--- config.mk ---
export PLATFORM = sky130hd
export DESIGN_NAME = cmd_path_ctrl
export DESIGN_NICKNAME = d
export VERILOG_FILES = /design/src/hw/cmd_timing_pkg.sv /design/src/hw/cycle_timer.sv /design/src/hw/cmd_path_ctrl.sv
export SDC_FILE = /design/constraint.sdc
export NUM_CORES = 1
export LEC_CHECK = 0
export ABC_CLOCK_PERIOD_IN_PS = 3100
export BUFFER_PORTS_ARGS = -buffer_cell sky130_fd_sc_hd__clkbuf_2
export CAP_MARGIN = 40
export CORE_MARGIN = 3
export CORE_UTILIZATION = 35
export DETAILED_ROUTE_END_ITERATION = 8
export GPL_ROUTABILITY_DRIVEN = 0
export HOLD_SLACK_MARGIN = 0.03
export PLACE_DENSITY = 0.66
export SLEW_MARGIN = 20
export SYNTH_ARGS = -nofsm -noshare
export SYNTH_HDL_FRONTEND = slang
export SYNTH_HIERARCHICAL = 1
export SYNTH_SLANG_ARGS = --single-unit
--- constraint.sdc ---
create_clock -name sys_clk -period 3.1 [get_ports sys_clk]
set_input_delay 0.155 -clock sys_clk [delete_from_list [all_inputs] [get_ports sys_clk]]
set_output_delay 0.155 -clock sys_clk [all_outputs]
set_load 0.02 [all_outputs]
--- src/hw/cmd_timing_pkg.sv ---
// constants and carrier types for the command-path mode timing controller
package cmd_timing_pkg;
    localparam int CLK_PERIOD_NS = 10;

    // speed grade select
    localparam logic [1:0] GRADE_2666 = 2'h0;
    localparam logic [1:0] GRADE_2933 = 2'h1;
    localparam logic [1:0] GRADE_3200 = 2'h2;

    // figures in device clocks
    localparam int ALERT_RSP_2666 = 71;
    localparam int ALERT_RSP_2933 = 78;
    localparam int ALERT_RSP_3200 = 85;
    localparam int ALERT_PW_MAX_2666 = 160;
    localparam int ALERT_PW_MAX_2933 = 176;
    localparam int ALERT_PW_MAX_3200 = 192;
    localparam int CAL_2666 = 5;
    localparam int CAL_2933 = 6;
    localparam int CALG_2666 = 6;
    localparam int CALG_2933 = 8;
    localparam int PL_2666 = 5;
    localparam int PL_2933 = 6;

    // figures in ns
    localparam int MPX_LH_MIN_NS = 12;
    localparam int MPX_LH_MARGIN_NS = 10;
    localparam int CTCKE_VALID_NS = 10;
    localparam int CT_VALID_NS = 200;

    // least times round up, longest times round down
    localparam int MPX_LH_CYC = (MPX_LH_MIN_NS + CLK_PERIOD_NS - 1) / CLK_PERIOD_NS;
    localparam int CTCKE_CYC = (CTCKE_VALID_NS + CLK_PERIOD_NS - 1) / CLK_PERIOD_NS;
    localparam int CT_VALID_CYC = (CT_VALID_NS / CLK_PERIOD_NS < 1) ? 1 : CT_VALID_NS / CLK_PERIOD_NS;

    localparam int CNT_W = 12;
    localparam logic [CNT_W-1:0] CNT_ZERO = 12'h000;
    localparam logic [CNT_W-1:0] CNT_ONE = 12'h001;

    // command/address word toward the memory
    typedef struct packed {
        logic [5:0] cmd;
        logic [17:0] addr;
        logic par;
    } ca_word_s;

    typedef struct packed {
        logic cs_n;
        logic cke;
        logic clock_true;
        logic clock_complement;
    } ctl_pins_s;

    // per-mode timing set by the user, in controller clocks
    typedef struct packed {
        logic [CNT_W-1:0] mode_update_delay;
        logic [CNT_W-1:0] cmd_path_disable_delay;
        logic [CNT_W-1:0] clk_after_entry;
        logic [CNT_W-1:0] clk_before_exit;
        logic [CNT_W-1:0] self_refresh_exit_time;
        logic [CNT_W-1:0] dll_lock_exit_time;
        logic [CNT_W-1:0] power_down_exit_time;
    } max_power_saving_mode_timing_s;

    typedef enum logic [2:0] {
        OP_NONE,
        OP_CMD,
        OP_MAX_POWER_SAVING_MODE_ENTER,
        OP_MAX_POWER_SAVING_MODE_EXIT_HIGH,
        OP_MAX_POWER_SAVING_MODE_EXIT_LOW,
        OP_CT_ENTER,
        OP_CT_EXIT
    } op_e;
endpackage

--- src/hw/cycle_timer.sv ---
// down-counting delay timer with load and done flag
`timescale 1ns/10ps
module cycle_timer
    import cmd_timing_pkg::*;
(
    input wire logic sys_clk,
    input wire logic reset,
    input wire logic load,
    input wire logic [CNT_W-1:0] load_value,
    output logic done
);
    logic [CNT_W-1:0] count_r;
    logic [CNT_W-1:0] count_nxt;
    logic done_r;
    logic done_nxt;

    always_comb begin
        count_nxt = count_r;
        done_nxt = done_r;
        if (load) begin
            count_nxt = load_value;
            done_nxt = (load_value == CNT_ZERO);
        end else if (count_r > CNT_ONE) begin
            count_nxt = count_r - CNT_ONE;
        end else begin
            count_nxt = CNT_ZERO;
            done_nxt = 1'b1;
        end
    end

    always_ff @(posedge sys_clk) begin
        if (reset) begin
            count_r <= CNT_ZERO;
            done_r <= 1'b1;
        end else begin
            count_r <= count_nxt;
            done_r <= done_nxt;
        end
    end

    assign done = done_r;
endmodule

--- src/hw/cmd_path_ctrl.sv ---
// host-side controller for parity alert, select latency, power saving and connectivity test
`timescale 1ns/10ps
module cmd_path_ctrl
    import cmd_timing_pkg::*;
(
    input wire logic sys_clk,
    input wire logic reset,
    input wire logic [1:0] speed_grade,
    input wire logic cal_enable,
    input wire logic gear_down,
    input wire logic persistent_parity,
    input wire max_power_saving_mode_timing_s max_power_saving_mode_timing,
    input wire op_e op,
    input wire logic op_valid,
    input wire ca_word_s op_word,
    input wire logic needs_dll,
    input wire logic alert_n,
    input wire logic [17:0] ct_inputs,
    output logic op_ready,
    output ctl_pins_s pins,
    output ca_word_s ca_out,
    output logic test_enable_pin,
    output logic max_power_saving_mode,
    output logic connectivity_test_mode,
    output logic parity_error,
    output logic ct_sample
);
    typedef enum {
        ST_IDLE, ST_CS_WAIT, ST_ALERT, ST_ENTER_WAIT, ST_MAX_POWER_SAVING_MODE, ST_EXIT_CLK,
        ST_EXIT_HOLD, ST_EXIT_WAIT, ST_CT_CKE, ST_CT, ST_CT_VALID
    } state_e;

    state_e state_r, state_nxt;
    ctl_pins_s pins_r, pins_nxt;
    ca_word_s ca_r, ca_nxt, pend_r, pend_nxt;
    logic ready_r, ready_nxt;
    logic ten_r, ten_nxt;
    logic max_power_saving_mode_r, max_power_saving_mode_nxt;
    logic ct_r, ct_nxt;
    logic perr_r, perr_nxt;
    logic samp_r, samp_nxt;
    logic alert_seen_r, alert_seen_nxt;
    logic exit_low_r, exit_low_nxt;
    logic dll_wait_r, dll_wait_nxt;
    logic tload;
    logic [CNT_W-1:0] tval;
    logic tdone;
    logic [7:0] alert_cnt_r, alert_cnt_nxt;

    function automatic logic [CNT_W-1:0] by_grade(input logic [1:0] g, input int a, input int b, input int c);
        case (g)
            GRADE_2666: by_grade = CNT_W'(a);
            GRADE_2933: by_grade = CNT_W'(b);
            default: by_grade = CNT_W'(c);
        endcase
    endfunction

    function automatic logic [CNT_W-1:0] cal_cycles(input logic [1:0] g, input logic gd);
        if (gd)
            cal_cycles = by_grade(g, CALG_2666, CALG_2933, CALG_2933);
        else
            cal_cycles = by_grade(g, CAL_2666, CAL_2933, CAL_2933);
    endfunction

    cycle_timer u_timer (
        .sys_clk(sys_clk),
        .reset(reset),
        .load(tload),
        .load_value(tval),
        .done(tdone)
    );

    always_comb begin
        state_nxt = state_r;
        pins_nxt = pins_r;
        ca_nxt = ca_r;
        pend_nxt = pend_r;
        ready_nxt = 1'b0;
        ten_nxt = ten_r;
        max_power_saving_mode_nxt = max_power_saving_mode_r;
        ct_nxt = ct_r;
        perr_nxt = 1'b0;
        samp_nxt = 1'b0;
        alert_seen_nxt = alert_seen_r;
        exit_low_nxt = exit_low_r;
        dll_wait_nxt = dll_wait_r;
        alert_cnt_nxt = alert_cnt_r;
        tload = 1'b0;
        tval = CNT_ZERO;
        // free-running differential clock, stopped only inside power saving
        if (!(state_r == ST_MAX_POWER_SAVING_MODE)) begin
            pins_nxt.clock_true = ~pins_r.clock_true;
            pins_nxt.clock_complement = pins_r.clock_true;
        end
        // alert is low-active; count its width for the host's bookkeeping
        if (!alert_n) begin
            alert_seen_nxt = 1'b1;
            if (alert_cnt_r != 8'hff)
                alert_cnt_nxt = alert_cnt_r + 8'h01;
        end else begin
            // re-arm so a later error outside persistent mode is flagged again
            alert_seen_nxt = 1'b0;
            alert_cnt_nxt = 8'h00;
        end
        if (!alert_n && !alert_seen_r)
            perr_nxt = 1'b1;
        case (state_r)
            ST_IDLE: begin
                pins_nxt.cs_n = 1'b1;
                ca_nxt = '0;
                if (!alert_n && !alert_seen_r && persistent_parity) begin
                    // deselect at once, well inside the response window
                    state_nxt = ST_ALERT;
                end else if (op_valid && op_ready) begin
                    case (op)
                        OP_CMD: begin
                            pins_nxt.cs_n = 1'b0;
                            if (cal_enable || gear_down) begin
                                pend_nxt = op_word;
                                tload = 1'b1;
                                tval = cal_cycles(speed_grade, gear_down) - CNT_ONE;
                                state_nxt = ST_CS_WAIT;
                            end else begin
                                ca_nxt = op_word;
                                state_nxt = ST_CS_WAIT;
                                tload = 1'b1;
                                tval = CNT_ZERO;
                            end
                        end
                        OP_MAX_POWER_SAVING_MODE_ENTER: begin
                            max_power_saving_mode_nxt = 1'b1;
                            tload = 1'b1;
                            // clock held valid over the whole entry and disable time
                            tval = max_power_saving_mode_timing.clk_after_entry + max_power_saving_mode_timing.mode_update_delay
                                + max_power_saving_mode_timing.cmd_path_disable_delay;
                            state_nxt = ST_ENTER_WAIT;
                        end
                        OP_CT_ENTER: begin
                            ten_nxt = 1'b1;
                            pins_nxt.cke = 1'b1;
                            tload = 1'b1;
                            tval = CNT_W'(CTCKE_CYC);
                            state_nxt = ST_CT_CKE;
                        end
                        default: ;
                    endcase
                end else begin
                    ready_nxt = 1'b1;
                end
            end
            ST_CS_WAIT: begin
                pins_nxt.cs_n = 1'b1;
                if (tdone) begin
                    if (cal_enable || gear_down)
                        ca_nxt = pend_r;
                    state_nxt = ST_IDLE;
                    ready_nxt = 1'b1;
                end
            end
            ST_ALERT: begin
                pins_nxt.cs_n = 1'b1;
                ca_nxt = '0;
                // hold deselect until alert releases; parity latency window commands are void
                if (alert_n) begin
                    alert_seen_nxt = 1'b0;
                    state_nxt = ST_IDLE;
                    ready_nxt = 1'b1;
                end
            end
            ST_ENTER_WAIT: begin
                pins_nxt.cs_n = 1'b1;
                if (tdone) begin
                    state_nxt = ST_MAX_POWER_SAVING_MODE;
                    ready_nxt = 1'b1;
                end
            end
            ST_MAX_POWER_SAVING_MODE: begin
                ready_nxt = 1'b1;
                if (op_valid && op_ready && (op == OP_MAX_POWER_SAVING_MODE_EXIT_HIGH || op == OP_MAX_POWER_SAVING_MODE_EXIT_LOW)) begin
                    ready_nxt = 1'b0;
                    exit_low_nxt = (op == OP_MAX_POWER_SAVING_MODE_EXIT_LOW);
                    dll_wait_nxt = needs_dll;
                    pins_nxt.cke = 1'b0;
                    tload = 1'b1;
                    tval = max_power_saving_mode_timing.clk_before_exit;
                    state_nxt = ST_EXIT_CLK;
                end
            end
            ST_EXIT_CLK: begin
                if (tdone) begin
                    pins_nxt.cke = 1'b1;
                    pins_nxt.cs_n = !exit_low_r;
                    tload = 1'b1;
                    // timer adds one state step, so the low hold is loaded one short
                    tval = exit_low_r ? CNT_W'(MPX_LH_CYC) - CNT_ONE
                        : max_power_saving_mode_timing.power_down_exit_time;
                    state_nxt = ST_EXIT_HOLD;
                end
            end
            ST_EXIT_HOLD: begin
                if (tdone) begin
                    // low hold released at the earliest legal point, under exit delay minus 10 ns
                    pins_nxt.cs_n = 1'b1;
                    max_power_saving_mode_nxt = 1'b0;
                    tload = 1'b1;
                    tval = dll_wait_r ? max_power_saving_mode_timing.self_refresh_exit_time + max_power_saving_mode_timing.dll_lock_exit_time
                        : max_power_saving_mode_timing.self_refresh_exit_time;
                    state_nxt = ST_EXIT_WAIT;
                end
            end
            ST_EXIT_WAIT: begin
                if (tdone) begin
                    state_nxt = ST_IDLE;
                    ready_nxt = 1'b1;
                end
            end
            ST_CT_CKE: begin
                if (tdone) begin
                    ct_nxt = 1'b1;
                    pins_nxt.cs_n = 1'b0;
                    ca_nxt.addr = ct_inputs;
                    tload = 1'b1;
                    tval = CNT_W'(CT_VALID_CYC);
                    state_nxt = ST_CT_VALID;
                end
            end
            ST_CT_VALID: begin
                ca_nxt.addr = ct_inputs;
                if (tdone) begin
                    samp_nxt = 1'b1;
                    state_nxt = ST_CT;
                    ready_nxt = 1'b1;
                end
            end
            ST_CT: begin
                ready_nxt = 1'b1;
                if (op_valid && op_ready && op == OP_CT_EXIT) begin
                    ready_nxt = 1'b0;
                    ten_nxt = 1'b0;
                    ct_nxt = 1'b0;
                    pins_nxt.cs_n = 1'b1;
                    state_nxt = ST_IDLE;
                end else if (op_valid && op_ready && op == OP_CMD) begin
                    ready_nxt = 1'b0;
                    ca_nxt.addr = ct_inputs;
                    tload = 1'b1;
                    tval = CNT_W'(CT_VALID_CYC);
                    state_nxt = ST_CT_VALID;
                end
            end
            default: state_nxt = ST_IDLE;
        endcase
    end

    always_ff @(posedge sys_clk) begin
        if (reset) begin
            state_r <= ST_IDLE;
            pins_r <= '{cs_n: 1'b1, cke: 1'b1, clock_true: 1'b0, clock_complement: 1'b1};
            ca_r <= '0;
            pend_r <= '0;
            ready_r <= 1'b0;
            ten_r <= 1'b0;
            max_power_saving_mode_r <= 1'b0;
            ct_r <= 1'b0;
            perr_r <= 1'b0;
            samp_r <= 1'b0;
            alert_seen_r <= 1'b0;
            exit_low_r <= 1'b0;
            dll_wait_r <= 1'b0;
            alert_cnt_r <= 8'h00;
        end else begin
            state_r <= state_nxt;
            pins_r <= pins_nxt;
            ca_r <= ca_nxt;
            pend_r <= pend_nxt;
            ready_r <= ready_nxt;
            ten_r <= ten_nxt;
            max_power_saving_mode_r <= max_power_saving_mode_nxt;
            ct_r <= ct_nxt;
            perr_r <= perr_nxt;
            samp_r <= samp_nxt;
            alert_seen_r <= alert_seen_nxt;
            exit_low_r <= exit_low_nxt;
            dll_wait_r <= dll_wait_nxt;
            alert_cnt_r <= alert_cnt_nxt;
        end
    end

    assign op_ready = ready_r;
    assign pins = pins_r;
    assign ca_out = ca_r;
    assign test_enable_pin = ten_r;
    assign max_power_saving_mode = max_power_saving_mode_r;
    assign connectivity_test_mode = ct_r;
    assign parity_error = perr_r;
    assign ct_sample = samp_r;
endmodule

# --- Yosys cells after proc, flatten, opt, wreduce, memory -nomap -nowiden ---
# Index checks and enable logic that the tools add are counted.
# Widths: inputs -> output; s select.
word_totals:
  register_bits: 108
  latchBits: 0
  mem_bits_rw: 0
  mem_bits_ro: 0
  inputBits: 140
  out_inout_bits: 35
  elab_cells: 196
  memories: 0
classes:
  add_sub_neg: 5
  multipliers: 0
  div_mod_pow: 0
  n_lt_le_gt_ge: 1
  n_eq_ne: 38
  n_shift: 0
  n_mux: 90
  bitwise_logic: 3
  reduce_logical: 37
ops:
  columns: ["operator", "n"]
  rows:
  - ["$mux 32", 12]
  - ["$pmux 32 s10", 1]
  - ["$mux 12", 16]
  - ["$mux 25", 6]
  - ["$eq 32x3->1 const B", 4]
  - ["$eq 32x4->1 const B", 4]
  - ["$pmux 18 s6", 1]
  - ["$pmux 32 s3", 1]
  - ["$pmux 12 s6", 1]
  - ["$eq 32x2->1 const B", 2]
  - ["$mux 18", 3]
  - ["$add 12x12->12", 3]
  - ["$pmux 12 s3", 1]
  - ["$eq 32x1->1 const B", 1]
  - ["$logic_not 32->1", 1]
  - ["$mux 1", 31]
  - ["$sub 12x1->12 const B", 2]
  - ["$reduce_and 5->1", 4]
  - ["$ne 2x1->1 const B", 9]
  - ["$ne 2x2->1 const B", 9]
  - ["$pmux 6 s3", 1]
  - ["$mux 5", 3]
  - ["$gt 12x1->1 const B", 1]
  - ["$logic_not 12->1", 1]
  - ["other kinds (27)", 56]

# --- Longest topological paths before layout ---
depth:
  ltp_word: 16
  depth_mapped: 16
  depth_no_buf: 16

# --- Modules after synthesis ---
# Netlist, hierarchy kept.
by_module_without_submodules:
  columns: ["mod", "n_inst", "cells_each", "area_per_inst_um2", "seq_area_each_um2"]
  rows:
  - ["cmd_path_ctrl", 1, 614, 4853.4, 1341.3]
  - ["cycle_timer", 1, 83, 716.9, 260.2]

# --- Worst setup path before layout ---
# No wires, ideal clock.
synth_timing:
  kind: "input -> register"
  from: "in max_power_saving_mode_timing[49] (netlist bit)"
  to: "reg u_timer.done_r (netlist: u_timer/done)"
  setup_ps: 70
  arrival_ps: 2978
  required_ps: 3030
  path_slack_ps: 52
  stages: 14
  n_path_buf: 0
  path_cell_list: "inv_1 -> fa_1 -> inv_1 -> ha_1 -> fa_1 -> a21o_1 -> a41oi_1 -> o21ai_0 -> xor2_1 -> a222oi_1 -> o211ai_1 -> nor4_1 -> a31oi_1 -> o21bai_1"
synth_between:
  elab_chain_len: 8
synth_lines:
  columns: ["element", "line_no", "rtl"]
  rows:
  - ["from (decl)", "cmd_path_ctrl.sv:12", "input wire max_power_saving_mode_timing_s max_power_saving_mode_timing,"]
  - ["$add 12x12->12", "cmd_path_ctrl.sv:134", "tval = max_power_saving_mode_timing.clk_after_entry + max_power_saving_mode_timing.mode_update_delay"]
  - ["$add 12x12->12", "cmd_path_ctrl.sv:135", "+ max_power_saving_mode_timing.cmd_path_disable_delay;"]
  - ["$pmux 12 s3", "cmd_path_ctrl.sv:115", "case (op)"]
  - ["$mux 12", "cmd_path_ctrl.sv:114", "end else if (op_valid && op_ready) begin"]
  - ["$mux 12", "cmd_path_ctrl.sv:111", "if (!alert_n && !alert_seen_r && persistent_parity) begin"]
  - ["$pmux 12 s6", "cmd_path_ctrl.sv:107", "case (state_r)"]
  - ["via tval[7]", "cmd_path_ctrl.sv:46", "logic [CNT_W-1:0] tval;"]
  - ["$logic_not 12->1", "cycle_timer.sv:22", "done_nxt = (load_value == CNT_ZERO);"]
  - ["$mux 1", "cycle_timer.sv:20", "if (load) begin"]
  - ["to (signal assigned)", "cycle_timer.sv:37", "done_r <= done_nxt;"]
  - ["to (decl)", "cycle_timer.sv:14", "logic done_r;"]
# The timed path passes the listed nets, and every way through them passes these cells.
# A chain may end at the register's enable or synchronous reset.

# --- Worst setup path after layout ---
# Ends and elaborated chain as after synthesis.

==> results.yml <==
final_layout:
  layout_commonest_cell: "clkbuf_2"
  stdcell_count: 1088
  final_nets: 1048
  regArea_um2: 1602
  fillCellCount: 1586
  multiInputGateArea_um2: 3709
  final_area_um2: 7079
  diodes: 0
  layout_common_cells: "clkbuf_2, nand2_1, nor2_1"
  syn2layout_area_growth_pct: 27.09
  drive_gt1_frac: 0.2873
critical_path:
  cp-start-kind: "input port"
  rr_startpoint: "state_r[2]"
  crit_required_ps: 3370
  cp-end-kind: "flip-flop"
  reg2reg_depth: 10
  slowest_delay_ps: 530
  slowest_stage: "fa_1"
  r2r-end: "u_timer/count_r[9]"
  r2r_slack_ps: 360
  path_cells: "clkbuf_2, inv_1, fa_1, inv_1, ha_2, fa_2, a21o_1, a41oi_2, o21ai_2, nor3_2, o21ai_1, xnor2_1, a21boi_1, o311ai_2, nor4_1, a31oi_1, o21bai_1"
  critical_path_class: "input port to flip-flop"
  cp.arrival_ps: 3170
  crit_top_cell: "inv_1"
  path_max_fanout: 2
clock_network:
  clock-sinks: 80
  cts_tree: "built"
  cts.path.max_buffers: 2
  ctsHtreeMaxLevel: 3
  cts_hold_buf: 0
  cts_root_buf: "clkbuf_16"
  cts_made_buffers: 9
  clk_transition_reported_paths_ps: 70
  clk_latency_ps: 340
yosys:
  yosysUniqueCellTypes: 77
  synth-seq-cells: 80
  syn_inst: 697
  synth-edff-count: 0
  seq_area_frac_synth: 0.2875
  ys.flop_type: "dfxtp_1"
  ys_top_cells_by_area: "dfxtp_1, a21oi_1, nand2_1"
  synth_area_leader_cell: "dfxtp_1"
  ys.warnings.count: 6
  synth_nets: 873
  synth_top_cell_area_share: 0.2875
  avgSynthCellArea_um2: 7.992
  async_flop_share: 0
  synth_area_um2: 5570
floorplanning:
  fp.dieH_um: 132.2
  fp.dieArea_um2: 17460
  die_x_um: 132.2
  row_count: 45
  ios: 175
  core-area_um2: 15370
  start_util: 0.3624
drt:
  vias: 5894
  antenna_left: 0
  drc_errors: 0
  routed_wirelength_mm: 16.83
  drtIter0Drc: 404
  first_pass_iters: 8
  viasPerCell: 5.417
  routedWlPerCell_um: 15.47
timing:
  worstMarginPinSlew_ps: 842.3
  layout_setup_ws_ps: 197.1
  skew_ps: 5.783
  fmax_mhz: 344.5
  final.min_clock_period_ps: 2903
  max_slew_margin: 0.4338
  hold_violations: 0
  drv_slew: 0
  hold_slack_ps: 56.53
  rsz0062_at_grt: "false"
  setup_violations: 0
  fin_crit_sh: 0.9364
placed_design:
  portBuffers: 174
  dp_hpwl_mm: 13.25
  place_ws_ps: -333.2
  dpl-instance-area_um2: 6746
  placed_cells: 1072
global_routing:
  track_usage: 0.1875
  grt_pass1_wl_mm: 27.35
  grt_pass1_vias: 5560
  antenna_found_initial: 1
  grt_overflow: 0
  grt_max_degree: 51
power:
  total_power_mw: 4.333
  vdd_drop_max_v: 0.0002947
  p_leak_nw: 3.001
  p_per_area_nw_per_um2: 612.0
flow_run:
  cap_viol_max_count: 0
status:
  outcome: "complete, no violations"
worst_hold_path:
  hp-class: "input port to flip-flop"
  holdPathStages: 3
  min_to: "pend_r[10]"
  min_from: "op_word[10]"
state kept, by name, indices dropped and copies added (netlist names), 4 cells and up:
| name | cells |
|---|---|
| state_r | 4 |
| pend_r | 25 |
| pins | 4 |
| u_timer/count_r | 12 |
| ca_out | 25 |
cells in the mapped netlist (9+ instances only):
cell type	instances
clkbuf_1	22
dfxtp_1	80
nor2_1	81
ha_1	23
nor3_1	14
a211oi_1	26
mux2i_1	10
a222oi_1	25
a21oi_1	75
nand2_1	81
a21o_1	9
buf_2	9
inv_1	26
a22oi_1	10
xnor2_1	17
nand3_1	12
o21ai_0	35
fa_1	13
worst max-delay path: cells and delay by family:
family	cells	cell delay [ps]
AO/OA/AOI/OAI	8	1140
AND/OR/NAND/NOR	2	510
XOR/XNOR	1	140
buffers and inverters	3	170
adder cells (fa/ha/maj)	3	1060
where the power goes:
group	switching [mW]	internal (mW)	leakage, nW
Clock	0.444	0.632	0.144
Combinational	1.14	0.814	2.21
Sequential	0.124	1.18	0.650
Total	1.71	2.62	3.00
timing repair:
action                     CTS  global route
setup endpoints to repair    0             2
setup buffers                0             0
gates resized for setup      0             9
cell type report:
class                      count  area share
clock buffer                   9     0.03181
clock inverter                 7     0.01113
inverter                      28     0.01485
multi-input combinational    549      0.5239
sequential                    80      0.2262
tap                          211     0.03729
timing repair buffer         204      0.1548
routing by layer:
layer | track usage | wire (um) | vias up
met5 | 0 | 9 | -
met2 | 0.3130 | 7975 | 248
met4 | 0.05368 | 374 | 2
met3 | 0.04962 | 1330 | 29
met1 | 0.2387 | 7136 | 2688
li1 | - | - | 2927
per-stage QoR:
| step | TNS (ps) | utilization |
|---|---|---|
| finish | 0 | 0.4606 |
| global placement | -326.0 | 0.4389 |
| detailed placement | -625.5 | 0.4389 |
| floorplan | 0 | - |
| global route | 0 | 0.4606 |
| CTS | 0 | 0.4587 |
kinds of logic after synthesis:
| group | Yosys count | synth area share |
|---|---|---|
| flip-flops | 80 | 0.2875 |
| XOR/XNOR | 25 | 0.03931 |
| buffers and inverters | 68 | 0.05391 |
| adder cells (fa/ha/maj) | 36 | 0.09838 |
| AO/OA/AOI/OAI | 238 | 0.2981 |
| multiplexers | 10 | 0.01797 |
| AND/OR/NAND/NOR | 240 | 0.2048 |
worst max-delay path by stage:
stage	startpoint	endpoint	slack [ps]	depth (start not counted)
6_report	max_power_saving_mode_timing[49]	u_timer/done	200	17
5_1_grt	max_power_saving_mode_timing[49]	u_timer/done	40	17
4_1_cts	max_power_saving_mode_timing[49]	u_timer/done	8	17
3_5_place_dp	max_power_saving_mode_timing[49]	u_timer/done	-330	17
3_3_place_gp	max_power_saving_mode_timing[49]	u_timer/done	-210	17
2_1_floorplan	max_power_saving_mode_timing[49]	u_timer/done	50	14
No activity file was read; power rests on OpenSTA's default activity.
